**src/verilog/diag_pkg.sv**
```systemverilog
// shared constants and types for the diagnostic configuration and self-test block
package diag_pkg;

	// register indices; the byte address is four times the index
	localparam logic [7:0] IDX_TURNS   = 8'h1d;
	localparam logic [7:0] IDX_LOCKCFG = 8'h1e;
	localparam logic [7:0] IDX_USERNV  = 8'h1f;
	localparam logic [7:0] IDX_CTRL    = 8'h30;
	localparam logic [7:0] IDX_STATUS  = 8'h31;
	localparam logic [7:0] IDX_SIG     = 8'h32;

	// reset values of the configuration shadow
	localparam logic [23:0] RST_TURNS   = 24'h80b29f;
	localparam logic [23:0] RST_LOCKCFG = 24'h0c094d;
	localparam logic [23:0] RST_USERNV  = 24'h000000;

	// field positions
	localparam int TURNS_STEP_BIT = 23;
	localparam int LOCK_LSB       = 20;
	localparam int LBIST_EN_BIT   = 19;
	localparam int XDCR_EN_BIT    = 18;
	localparam int ST_BLOCK_BIT   = 13;
	localparam int HR_BLOCK_BIT   = 12;
	localparam int HI_LIM_LSB     = 6;
	localparam int LO_LIM_LSB     = 0;
	localparam logic [3:0] LOCK_NV_ONLY = 4'hc;
	localparam logic [3:0] LOCK_ALL     = 4'h3;

	// control command word: key in [15:8], command bits below
	localparam logic [7:0] CMD_KEY  = 8'h5a;
	localparam int CMD_LBIST_BIT    = 0;
	localparam int CMD_XDCR_BIT     = 1;
	localparam int CMD_HRST_BIT     = 2;
	localparam int CMD_NVWR_BIT     = 3;
	localparam int STAT_STF_BIT     = 2;

	// self-test duration
	localparam int CLK_MHZ          = 25;
	localparam int SELFTEST_TIME_US = 30000;
	localparam int SELFTEST_CYCLES  = SELFTEST_TIME_US * CLK_MHZ;
	localparam int XDCR_STEPS       = 8;

	// pattern generator and compactor seeds
	localparam logic [30:0] LFSR_SEED = 31'h00000001;
	localparam logic [30:0] MISR_SEED = 31'h00000000;

	typedef enum logic [0:0] {LB_IDLE, LB_RUN} lbState_t;
	typedef enum logic [0:0] {XD_IDLE, XD_RUN} xdState_t;

endpackage

```
**src/verilog/lbist_engine.sv**
```systemverilog
// scan pattern generator and signature compactor for the logic self-test
`timescale 1ns/1ps
`default_nettype none
module lbist_engine
	import diag_pkg::*;
#(
	parameter int CYCLES = SELFTEST_CYCLES
)(
	input  wire logic        ref_clk,
	input  wire logic        rst,
	input  wire logic        start,
	input  wire logic [30:0] scanOut,
	output logic             scanEnable,
	output logic      [30:0] scanIn,
	output logic             done,
	output logic      [30:0] signature
);

	typedef struct packed {
		logic        run;
		logic        done;
		logic [19:0] cnt;
		logic [30:0] lfsr;
		logic [30:0] misr;
	} engState_t;

	engState_t s;
	engState_t next_s;

	////////////////////////////////////////////////////////////////////////
	// shift pattern into all chains in parallel, compact their outputs
	always_comb begin
		next_s = s;
		next_s.done = 1'b0;
		if (start && !s.run) begin
			next_s.run = 1'b1;
			next_s.cnt = '0;
			next_s.lfsr = LFSR_SEED;
			next_s.misr = MISR_SEED;
		end else if (s.run) begin
			next_s.lfsr = {s.lfsr[29:0], s.lfsr[30] ^ s.lfsr[27]};
			next_s.misr = {s.misr[29:0], s.misr[30] ^ s.misr[27]} ^ scanOut;
			next_s.cnt = s.cnt + 20'h00001;
			if (s.cnt == 20'(CYCLES - 1)) begin
				next_s.run = 1'b0;
				next_s.done = 1'b1;
			end
		end
	end

	// state register
	always_ff @(posedge ref_clk) begin
		if (rst) begin
			s <= '{run: 1'b0, done: 1'b0, cnt: 20'h00000, lfsr: LFSR_SEED, misr: MISR_SEED};
		end else begin
			s <= next_s;
		end
	end

	assign scanEnable = s.run;
	assign scanIn     = s.lfsr;
	assign done       = s.done;
	assign signature  = s.misr;

endmodule
`default_nettype wire

```
**config.mk**
```make
export PLATFORM = sky130hd
export DESIGN_NAME = lbist_engine
export DESIGN_NICKNAME = d
export VERILOG_FILES = /design/src/verilog/diag_pkg.sv /design/src/verilog/lbist_engine.sv
export SDC_FILE = /design/constraint.sdc
export NUM_CORES = 1
export LEC_CHECK = 0
export BUFFER_PORTS_ARGS = -buffer_cell sky130_fd_sc_hd__clkbuf_2
export CORE_ASPECT_RATIO = 0.8
export CORE_MARGIN = 1.5
export CORE_UTILIZATION = 48
export CTS_CLUSTER_SIZE = 25
export DETAILED_ROUTE_END_ITERATION = 8
export MAX_ROUTING_LAYER = met4
export PLACE_DENSITY = 0.83
export SLEW_MARGIN = 20
export SYNTH_ARGS = -nofsm -noshare
export SYNTH_HDL_FRONTEND = slang
export SYNTH_SLANG_ARGS = --single-unit
export TNS_END_PERCENT = 1
```
**constraint.sdc**
```tcl
create_clock -name ref_clk -period 2.8 [get_ports ref_clk]
set_input_delay 0.42 -clock ref_clk [delete_from_list [all_inputs] [get_ports ref_clk]]
set_output_delay 0.42 -clock ref_clk [all_outputs]
set_load 0.02 [all_outputs]
```
=== Word level (Yosys, flattened, before mapping) ===
Index checks and enable logic that the tools add are counted.

* Bits in registers: 84
* Output and inout bits: 64
* Word-level logic and storage cells: 18

* $add $sub $neg: 1
* Equality and inequality tests: 1
* Mux-type cells: 3
* Bitwise gates (word level): 4
* Reductions and logical operators: 4

{| class="wikitable"
|+ Operators with widths
! cell !! count
|-
| 84-bit 2-to-1 mux || 1
|-
| 31-bit bitwise XOR || 1
|-
| 20-bit by 1-bit adder with 20-bit output (second input constant) || 1
|-
| 20-bit equality test (second input constant) || 1
|-
| 3-bit OR reduction || 1
|-
| 2-bit 2-to-1 mux || 1
|-
| 2-bit OR reduction || 1
|-
| 1-bit bitwise XOR || 2
|-
| 1-bit logical AND || 1
|-
| 1-bit zero test || 1
|-
| 1-bit 2-to-1 mux || 1
|-
| 1-bit inverter || 1
|}

=== Depth between registers and ports, before layout ===
Gate-level depths: netlist of the first run.

* Depth in word-level cells: 4
* Depth in mapped cells: 6
* Mapped depth without buffers: 5

=== Worst setup path before layout of the first run ===
OpenSTA, ideal clock, no wires.

* Path type: flip-flop to flip-flop
* Start point: register s, in the netlist scanEnable
* End point: register s[80] (netlist name)
* Setup time: 70 ps
* Arrival: 1,919 ps
* Required time: 2,730 ps
* Slack: 810 ps
* Stages on the path, launching flop included: 6
* Path through: dfxtp_1 > nand4_4 > or4_1 > buf_2 > or4_1 > a21oi_1

* Cells in the longest elaborated chain, start to end: 3

{| class="wikitable"
|+ RTL lines
! element !! line !! RTL
|-
| start: declaration || lbist_engine.sv:27 || <nowiki>engState_t s;</nowiki>
|-
| start signal: assignment || lbist_engine.sv:54 || <nowiki>s <= '{run: 1'b0, done: 1'b0, cnt: 20'h00000, lfsr: LFSR_SEED, misr: MISR_SEED};</nowiki>
|-
| start signal: assignment || lbist_engine.sv:56 || <nowiki>s <= next_s;</nowiki>
|-
| 1-bit zero test || lbist_engine.sv:35 || <nowiki>if (start && !s.run) begin</nowiki>
|-
| 1-bit logical AND || lbist_engine.sv:35 ||
|-
| 2-bit OR reduction (no source line) || n/a ||
|}

Several ways; a longest one is shown, not always the timed one.
A chain may end at the register's enable or synchronous reset.

=== Final worst setup path of the first run ===
Same ends and word-level chain as after synthesis.

==> out/metrics.yaml, run 1 <==
insertedDiodeCount: 0
postSynthAreaPerCell_um2: 9.25
grt_overflow: 0
p_leak_nw: 1.63
dr.pass1.iters: 4
h-tree-depth: 3
cts_resized: 0
syn-num-nets: 451
cts_made_buffers: 9
gp_congestion: 0.828
seq_area_frac_synth_pct: 43.7
slowest_delay_ns: 0.67
placementRows: 28
yosysTopAreaCellShare_pct: 43.7
hold_buffers: 0
worstPathRequired_ns: 3.08
synth_edf_count: 0
path_class: "register to register"
syn2layout_area_growth_pct: 7.97
hold_ws_ns: 0.269
wl_per_cell_um: 12.6
crit_slowest_cell: "or4_1"
setup_violations: 0
synth_top_area_cell: "dfxtp_1"
crit_buf_inv: 0
start_kind: "register"
worst_slew_pin_slew_ns: 0.791
fin_tns_setup_ns: 0
grt_use_total_pct: 17.3
ioPinCount: 98
synth.most_common_cell: "dfxtp_1"
vias: 2763
dp_hpwl_mm: 4.84
synthTopCellsByArea: "dfxtp_1 44%, buf_4 12%, xnor2_1 8.7%"
comb_power_share_pct: 10.4
wirelength_mm: 6.96
hold_violations: 0
clock_sinks: 84
dieWidth_um: 103
slew_viol_final: 0
fmax_ghz: 0.446
cts-root-buf: "clkbuf_8"
worstHoldPathType: "input pin to register"
grt_max_degree: 62
arrival_ns: 2.53
synthTopCellsByCount: "84 x dfxtp_1, 74 x nor2_1, 62 x buf_4"
via_per_inst: 5.01
p_per_area_mw_per_mm2: 591
cap_violations: 0
p_clk_share_pct: 37.9
drive_above_1_share_pct: 26.6
cts_setup_buffers: 0
status: "complete, no violations"
grt_pass1_vias: 2568
worstSkewPairLatency_ns: 0.35
path_clk_slew_ns: 0.09
cp_cell_sequence: "nand4_4 > or4_1 > or4_1 > a21oi_1"
grt_pass1_wl_mm: 11.4
skew_ns: 0.0132
yosys_warnings: 0
io_buffer_count: 97
sw_frac_of_total_pct: 25.1
rsz0062_at_grt: "false"
ys_ff_latch: 84
cts_tree: "yes"
drcViolationCount: 0
fp.dieH_um: 83.1
async_flop_share_pct: 0
start_util_pct: 50.8
fin_crit_sh_pct: 80.1
endpoint_kind: "register"
fin_nets: 478
ant_nets: 0
antenna_found_initial: 0
intPower_w: 0.00184
ys.flop_type: "dfxtp_1"
cts_buffer_depth: 2
vdd_drop_max_uv: 289
slew_headroom_pct: 47.3
core_area_mm2: 0.00757
n_fill_cell: 714
syn_area_mm2: 0.00385
cpMostUsedCell: "or4_1"
power.switching_w: 0.000616
drt-initial-drc-count: 134
crit_fanout: 43
synth_cell_types: 31
power_frac_seq_pct: 51.7
fin_crit_ns: 2.24
synthCells: 416
crit_family: "simple AND/OR/NAND/NOR gates"
dieArea_mm2: 0.00856
==> sequential cells by signal, summed over array words and instances (netlist names) <==
signal and count:
signature 31, s 20, done 1, scanIn 31, scanEnable 1
==> layout make-up <==
class | count | area, um2 | area share [%]
Multi-Input combinational cell | 244 | 1600 | 38.5
Clock buffer | 9 | 124 | 2.98
Timing Repair Buffer | 100 | 508 | 12.2
Inverter | 4 | 15.0 | 0.362
Clock inverter | 6 | 88.8 | 2.14
Sequential cell | 84 | 1690 | 40.6
Tap cell | 105 | 131 | 3.16
==> metrics by stage <==
stage | cell area (um2) | utilization [%] | worst slack (ns) | power, W | cells
final | 4150 | 54.9 | 0.557 | 0.00245 | 552
after global routing | 4150 | 54.9 | 0.449 | 0.00257 | 552
after CTS | 4150 | 54.9 | 0.571 | 0.00249 | 552
after detailed placement | 3940 | 52.1 | 0.580 | 0.00155 | 537
after global placement | 3940 | 52.1 | 0.618 | 0.00155 | 537
after floorplan | 3850 | - | 0.810 | 0.00151 | 416
==> routing by layer <==
layer / GRT usage [%] / share of wire, % / vias to the layer above
met5: - / 0 / -
met4: 6.14 / 1.4 / 0
met1: 19.7 / 47 / 1295
met3: 5.39 / 3.8 / 10
li1: - / - / 1397
met2: 28.5 / 48 / 61
==> cells in the final DEF, fill, tap and decap left out, types with 4 or more instances in the layout <==
cell      count
nand3_1       5
a21oi_1      10
inv_1         4
nand4_1       4
nor2_1       74
a211oi_1     30
xnor2_1      38
or3_1         6
clkbuf_8      9
dfxtp_1      83
nor3_1        4
or4_1         6
xor2_1        5
clkbuf_2     97
mux2i_1      32
nand2_1       8
o21ai_0       6
==> worst paths after layout <==
path                                 start    endpoint  slack [ns]  cells past startpoint
worst max-delay path            scanEnable       s[80]        0.56                      4
worst min-delay path                   rst  scanEnable        0.27                      2
worst max register to register  scanEnable       s[80]        0.56                      4
worst min register to register       s[81]       s[81]        0.50                      2
==> kinds of logic after synthesis <==
kind of cell,after synthesis,share of synthesized area (%)
compound gates,50,8.72
xor+xnor,43,9.79
fa+ha+maj,1,0.325
buf+inv,88,14.7
flops,84,43.7
mux,32,8.33
simple gates,118,14.4
==> worst register-to-register path: stages, from the launching register on <==
cell and delay [ns]:
dfxtp_4 0.63, nand4_4 0.20, or4_1 0.67, or4_1 0.54, a21oi_1 0.14
==> power by group through the flow <==
| stage | Clock [W] | Combinational (W) | Sequential (W) |
|---|---|---|---|
| after floorplan | 0 | 0.000230 | 0.00128 |
| after global placement | 0 | 0.000252 | 0.00130 |
| after detailed placement | 0 | 0.000258 | 0.00130 |
| after CTS | 0.000958 | 0.000259 | 0.00127 |
| after global routing | 0.00101 | 0.000279 | 0.00128 |
| final | 0.000930 | 0.000255 | 0.00127 |
No activity file was read; power rests on OpenSTA's default activity.
==> run 2, diff against run 1 <==
Clock period 2.8 ns to 2.3 ns, I/O delays scaled along.
==> out/metrics.yaml, run 2 (same netlist as run 1, synthesis figures left out) <==
endpoint_kind: "register"
start_kind: "register"
placementRows: 28  # unchanged
timing.reg2reg.worst_path_depth: 5  # +1
cts_resized: 0  # unchanged
ant_nets: 0  # unchanged
drive_above_1_share_pct: 26.6  # -0.059 points
drt-initial-drc-count: 148  # +10%
startpoint: "s[62]"
hold_violations: 0  # unchanged
vdd_drop_max_uv: 423  # +46%
p_leak_nw: 1.64  # +0.38%
via_per_inst: 5.02  # +0.25%
drcViolationCount: 0  # unchanged
dieWidth_um: 103  # unchanged
met2_length_mm: 3.17  # -5.4%
grt_overflow: 0  # unchanged
pre_cts_slack_ns: 0.158  # -0.423 ns
skew_ns: 0.0144  # +0.00127 ns
io_buffer_count: 97  # unchanged
grt_pass1_wl_mm: 11.6  # +1.5%
arrival_ns: 2.45  # -0.08 ns
rsz0062_at_grt: "false"
wirelength_mm: 6.96  # unchanged
cap_violations: 0  # unchanged
ioPinCount: 98  # unchanged
fin_area_mm2: 0.00417  # +0.48%
slew_viol_final: 0  # unchanged
core_area_mm2: 0.00757  # unchanged
fmax_ghz: 0.461  # +3.4%
cts_tree: "yes"
vias: 2775  # +0.43%
worstHoldPathType: "input pin to register"
multi_input_area_mm2: 0.00160  # unchanged
worstSkewPairLatency_ns: 0.35  # about the same
grt_max_degree: 74  # +19%
dp_hpwl_mm: 4.86  # +0.50%
start_util_pct: 50.8  # unchanged
path_clk_slew_ns: 0.08  # about the same
p_per_area_mw_per_mm2: 717  # +21%
cts_setup_buffers: 0  # unchanged
fin_crit_sh_pct: 94.3  # +14 points
antenna_found_initial: 0  # unchanged
status: "complete, no violations"
insertedDiodeCount: 0  # unchanged
dpl_cell_area_mm2: 0.00396  # +0.51%
syn2layout_area_growth_pct: 8.49
n_fill_cell: 719  # +0.70%
cts_buffer_depth: 2  # unchanged
seq_area_mm2: 0.00169  # unchanged
setup_violations: 0  # unchanged
final_cell_mix: "97 x clkbuf_2, 83 x dfxtp_1, 74 x nor2_1"
fin_ws_ns: 0.131  # -0.426 ns
reg2reg_to: "s[80]"
grt_pass1_vias: 2546  # -0.86%
wl_met1_mm: 3.24  # -0.18%
fin_crit_ns: 2.17  # -0.0739 ns
worst_slew_pin_slew_ns: 0.760  # -0.0312 ns
cts_made_buffers: 9  # unchanged
cts-root-buf: "clkbuf_8"
layout_commonest_cell: "clkbuf_2"
hold_depth: 2  # unchanged
clock_sinks: 84  # unchanged
wl_met3_um: 389  # +49%
fin_nets: 479  # +0.21%
wl_per_cell_um: 12.6  # -0.18%
fin_tns_setup_ns: 0  # unchanged
grt_use_total_pct: 17.5  # +0.21 points
worstPathRequired_ns: 2.58  # -0.50 ns
crit_end: "s[80]"
path_class: "register to register"
slew_headroom_pct: 49.4  # +2.1 points
hold_buffers: 0  # unchanged
regToRegStartpoint: "s[62]"
dieArea_mm2: 0.00856  # unchanged
fp.dieH_um: 83.1  # unchanged
highest_layer: "met4"
dr.pass1.iters: 4  # unchanged
final_core_util_pct: 55.1  # +0.26 points
crit_fanout: 8  # -81%
gp_congestion: 0.959  # +16%
h-tree-depth: 3  # unchanged
ff2ff_setup_slack_ns: 0.13  # -0.43 ns
-- run 2: cell count changes in the layout (fill, tap and decap cells not counted), sizes merged --
cell    before  now
clkbuf     106  107
buf          3    4
clkinv       2    1
-- run 2: how the worst min path moves through the flow --
stage          startpoint         end
2_1_floorplan         rst        done
3_3_place_gp        s[81]       s[81]
3_5_place_dp        s[81]       s[81]
4_1_cts               rst  scanEnable
5_1_grt               rst        done
6_report              rst  scanEnable
-- run 2: cell type report --
cell class                 instances  share of cell area [%]
clock buffer                      10                    3.06
clock inverter                     5                    2.04
inverter                           4                   0.360
multi-input combinational        244                    38.4
sequential                        84                    40.4
tap                              105                    3.15
timing repair buffer             101                    12.7
-- run 2: power by group --
group / total [W] / internal (W) / switching, W
combinational: 0.000327 / 0.000140 / 0.000187
clock: 0.00113 / 0.000612 / 0.000522
sequential: 0.00153 / 0.00149 / 0.0000384
-- run 2: metrics by stage --
step	power (W)	hold slack, ns	std cells
floorplan	0.00184	0.422	416
global placement	0.00189	0.480	538
detailed placement	0.00190	0.482	538
CTS	0.00303	0.189	553
global route	0.00312	0.203	553
finish	0.00299	0.203	553
-- run 2: critical path: stages, from the launching register on --
cell and delay (ns):
dfxtp_1 0.40, ha_1 0.28, inv_1 0.08, or4_1 0.64, or4_1 0.55, a21oi_1 0.15
-- run 2: per-layer routing --
metal | vias up | GRT usage [%]
li1 | 1409 | -
met1 | 1270 | 21.4
met2 | 79 | 27.2
met3 | 17 | 4.97
met4 | 0 | 6.88
met5 | - | -
==> run 3, diff against run 2 <==
Settings changed: RECOVER_POWER set to 50.
Clock period 2.3 ns to 2.8 ns, I/O delays scaled along.
==> out/metrics.yaml, run 3 (same netlist as run 1, synthesis figures left out) <==
status: "complete, no violations"
vdd_drop_max_uv: 286  # -32%
dr.pass1.iters: 4  # unchanged
final_cell_mix: "83 x dfxtp_1, 74 x nor2_1, 63 x clkbuf_1"
antenna_found_initial: 0  # unchanged
met2_length_mm: 3.33  # +5.1%
syn2layout_area_growth_pct: 5.89
fp.dieH_um: 83.1  # unchanged
fin_area_mm2: 0.00407  # -2.4%
vias: 2762  # -0.47%
p_clk_share_pct: 38.0  # about the same
fin_tns_setup_ns: 0  # unchanged
drive_above_1_share_pct: 12.3  # -14 points
grt_pass1_vias: 2568  # +0.86%
sw_frac_of_total_pct: 25.1  # +0.13 points
core_area_mm2: 0.00757  # unchanged
cts_made_buffers: 9  # unchanged
worstPathRequired_ns: 3.07  # +0.49 ns
multi_input_area_mm2: 0.00160  # about the same
reg2reg_to: "s[80]"
ioPinCount: 98  # unchanged
power_frac_seq_pct: 51.9  # +0.7 points
fmax_ghz: 0.447  # -3.0%
timing.reg2reg.worst_path_depth: 4  # -1
wl_met1_mm: 3.17  # -2.3%
grt_pass1_wl_mm: 11.4  # -1.4%
path_clk_slew_ns: 0.09  # about the same
endpoint_kind: "register"
dp_hpwl_mm: 4.84  # -0.50%
ff2ff_setup_slack_ns: 0.56  # +0.43 ns
grt_max_degree: 62  # -16%
cpMostUsedCell: "or4_1"
gp_congestion: 0.828  # -14%
slowest_delay_ns: 0.67  # +0.03 ns
dieWidth_um: 103  # unchanged
hold_buffers: 0  # unchanged
cts_setup_buffers: 0  # unchanged
worst_slew_pin_slew_ns: 1.15  # +0.385 ns
cts_tree: "yes"
fin_crit_sh_pct: 79.9  # -14 points
comb_power_share_pct: 10.1  # -0.8 points
grt_use_total_pct: 17.3  # -0.21 points
wirelength_mm: 6.90  # -0.85%
slew_viol_final: 0  # unchanged
arrival_ns: 2.51  # +0.06 ns
setup_violations: 0  # unchanged
cp_cell_sequence: "nand4_4 > or4_1 > or4_1 > a21oi_1"
start_util_pct: 50.8  # unchanged
path_depth: 4  # -1
worst_hold_path.endpoint: "scanEnable"
drt-initial-drc-count: 182  # +23%
highest_layer: "met4"
path_class: "register to register"
drcViolationCount: 0  # unchanged
regToRegStartpoint: "scanEnable"
ant_nets: 0  # unchanged
crit_slowest_cell: "or4_1"
h-tree-depth: 3  # unchanged
worstSkewPairLatency_ns: 0.35  # about the same
hold_depth: 2  # unchanged
insertedDiodeCount: 0  # unchanged
seq_area_mm2: 0.00169  # unchanged
clock_sinks: 84  # unchanged
power.total_w: 0.00245  # -18%
layout_commonest_cell: "dfxtp_1"
wl_per_cell_um: 12.5  # -0.67%
crit_family: "simple AND/OR/NAND/NOR gates"
p_leak_nw: 1.42  # -13%
wl_met3_um: 305  # -22%
fin_crit_ns: 2.24  # +0.0682 ns
power.switching_w: 0.000614  # -18%
fin_nets: 478  # -0.21%
skew_ns: 0.0137  # -0.000791 ns
hp-start: "rst"
worstHoldPathType: "input pin to register"
slew_headroom_pct: 23.7  # -26 points
dpl_cell_area_mm2: 0.00394  # -0.51%
crit_fanout: 43  # +35
intPower_w: 0.00183  # -18%
start_kind: "register"
crit_buf_inv: 0  # -1
rsz0062_at_grt: "false"
grt_overflow: 0  # unchanged
cts_resized: 0  # unchanged
cap_violations: 0  # unchanged
io_buffer_count: 97  # unchanged
hold_violations: 0  # unchanged
n_fill_cell: 746  # +3.8%
placementRows: 28  # unchanged
cts-root-buf: "clkbuf_8"
via_per_inst: 5.00  # -0.29%
cts_buffer_depth: 2  # unchanged
p_per_area_mw_per_mm2: 600  # -16%
dieArea_mm2: 0.00856  # unchanged
[run 3: power groups by stage]
stage | combinational (W) | clock, W | sequential [W]
after floorplan | 0.000230 | 0 | 0.00128
after global placement | 0.000252 | 0 | 0.00130
after detailed placement | 0.000258 | 0 | 0.00130
after CTS | 0.000259 | 0.000958 | 0.00127
after global routing | 0.000271 | 0.00101 | 0.00128
final | 0.000248 | 0.000928 | 0.00127
[run 3: cell type report]
| class | count | share of cell area, % |
|---|---|---|
| flip-flops and latches | 84 | 41.4 |
| multi-input cells | 244 | 39.3 |
| repair buffers | 100 | 10.5 |
| well taps | 105 | 3.23 |
| clock buffers | 9 | 3.04 |
| clock inverters | 6 | 2.18 |
| inverters | 4 | 0.369 |
[run 3: worst max-delay path by stage]
stage                  to  slack, ns        from
floorplan           s[80]       0.81  scanEnable
global placement    s[80]       0.62  scanEnable
detailed placement  s[81]       0.58  scanEnable
CTS                 s[81]       0.57  scanEnable
global route        s[81]       0.44  scanEnable
finish              s[80]       0.56  scanEnable
[run 3: routing by layer]
metal,GRT usage [%],vias up
met2,28.5,70
li1,-,1397
met5,-,-
met3,5.39,11
met4,6.14,0
met1,19.7,1284
[run 3: through the flow]
step           std cells  utilization [%]  setup WS, ns  hold WS [ns]
2_1_floorplan        416                -         0.810         0.452
6_report             552             53.8         0.562         0.270
3_3_place_gp         537             52.1         0.618         0.480
4_1_cts              552             54.9         0.571         0.253
5_1_grt              552             53.8         0.438         0.264
3_5_place_dp         537             52.1         0.580         0.482
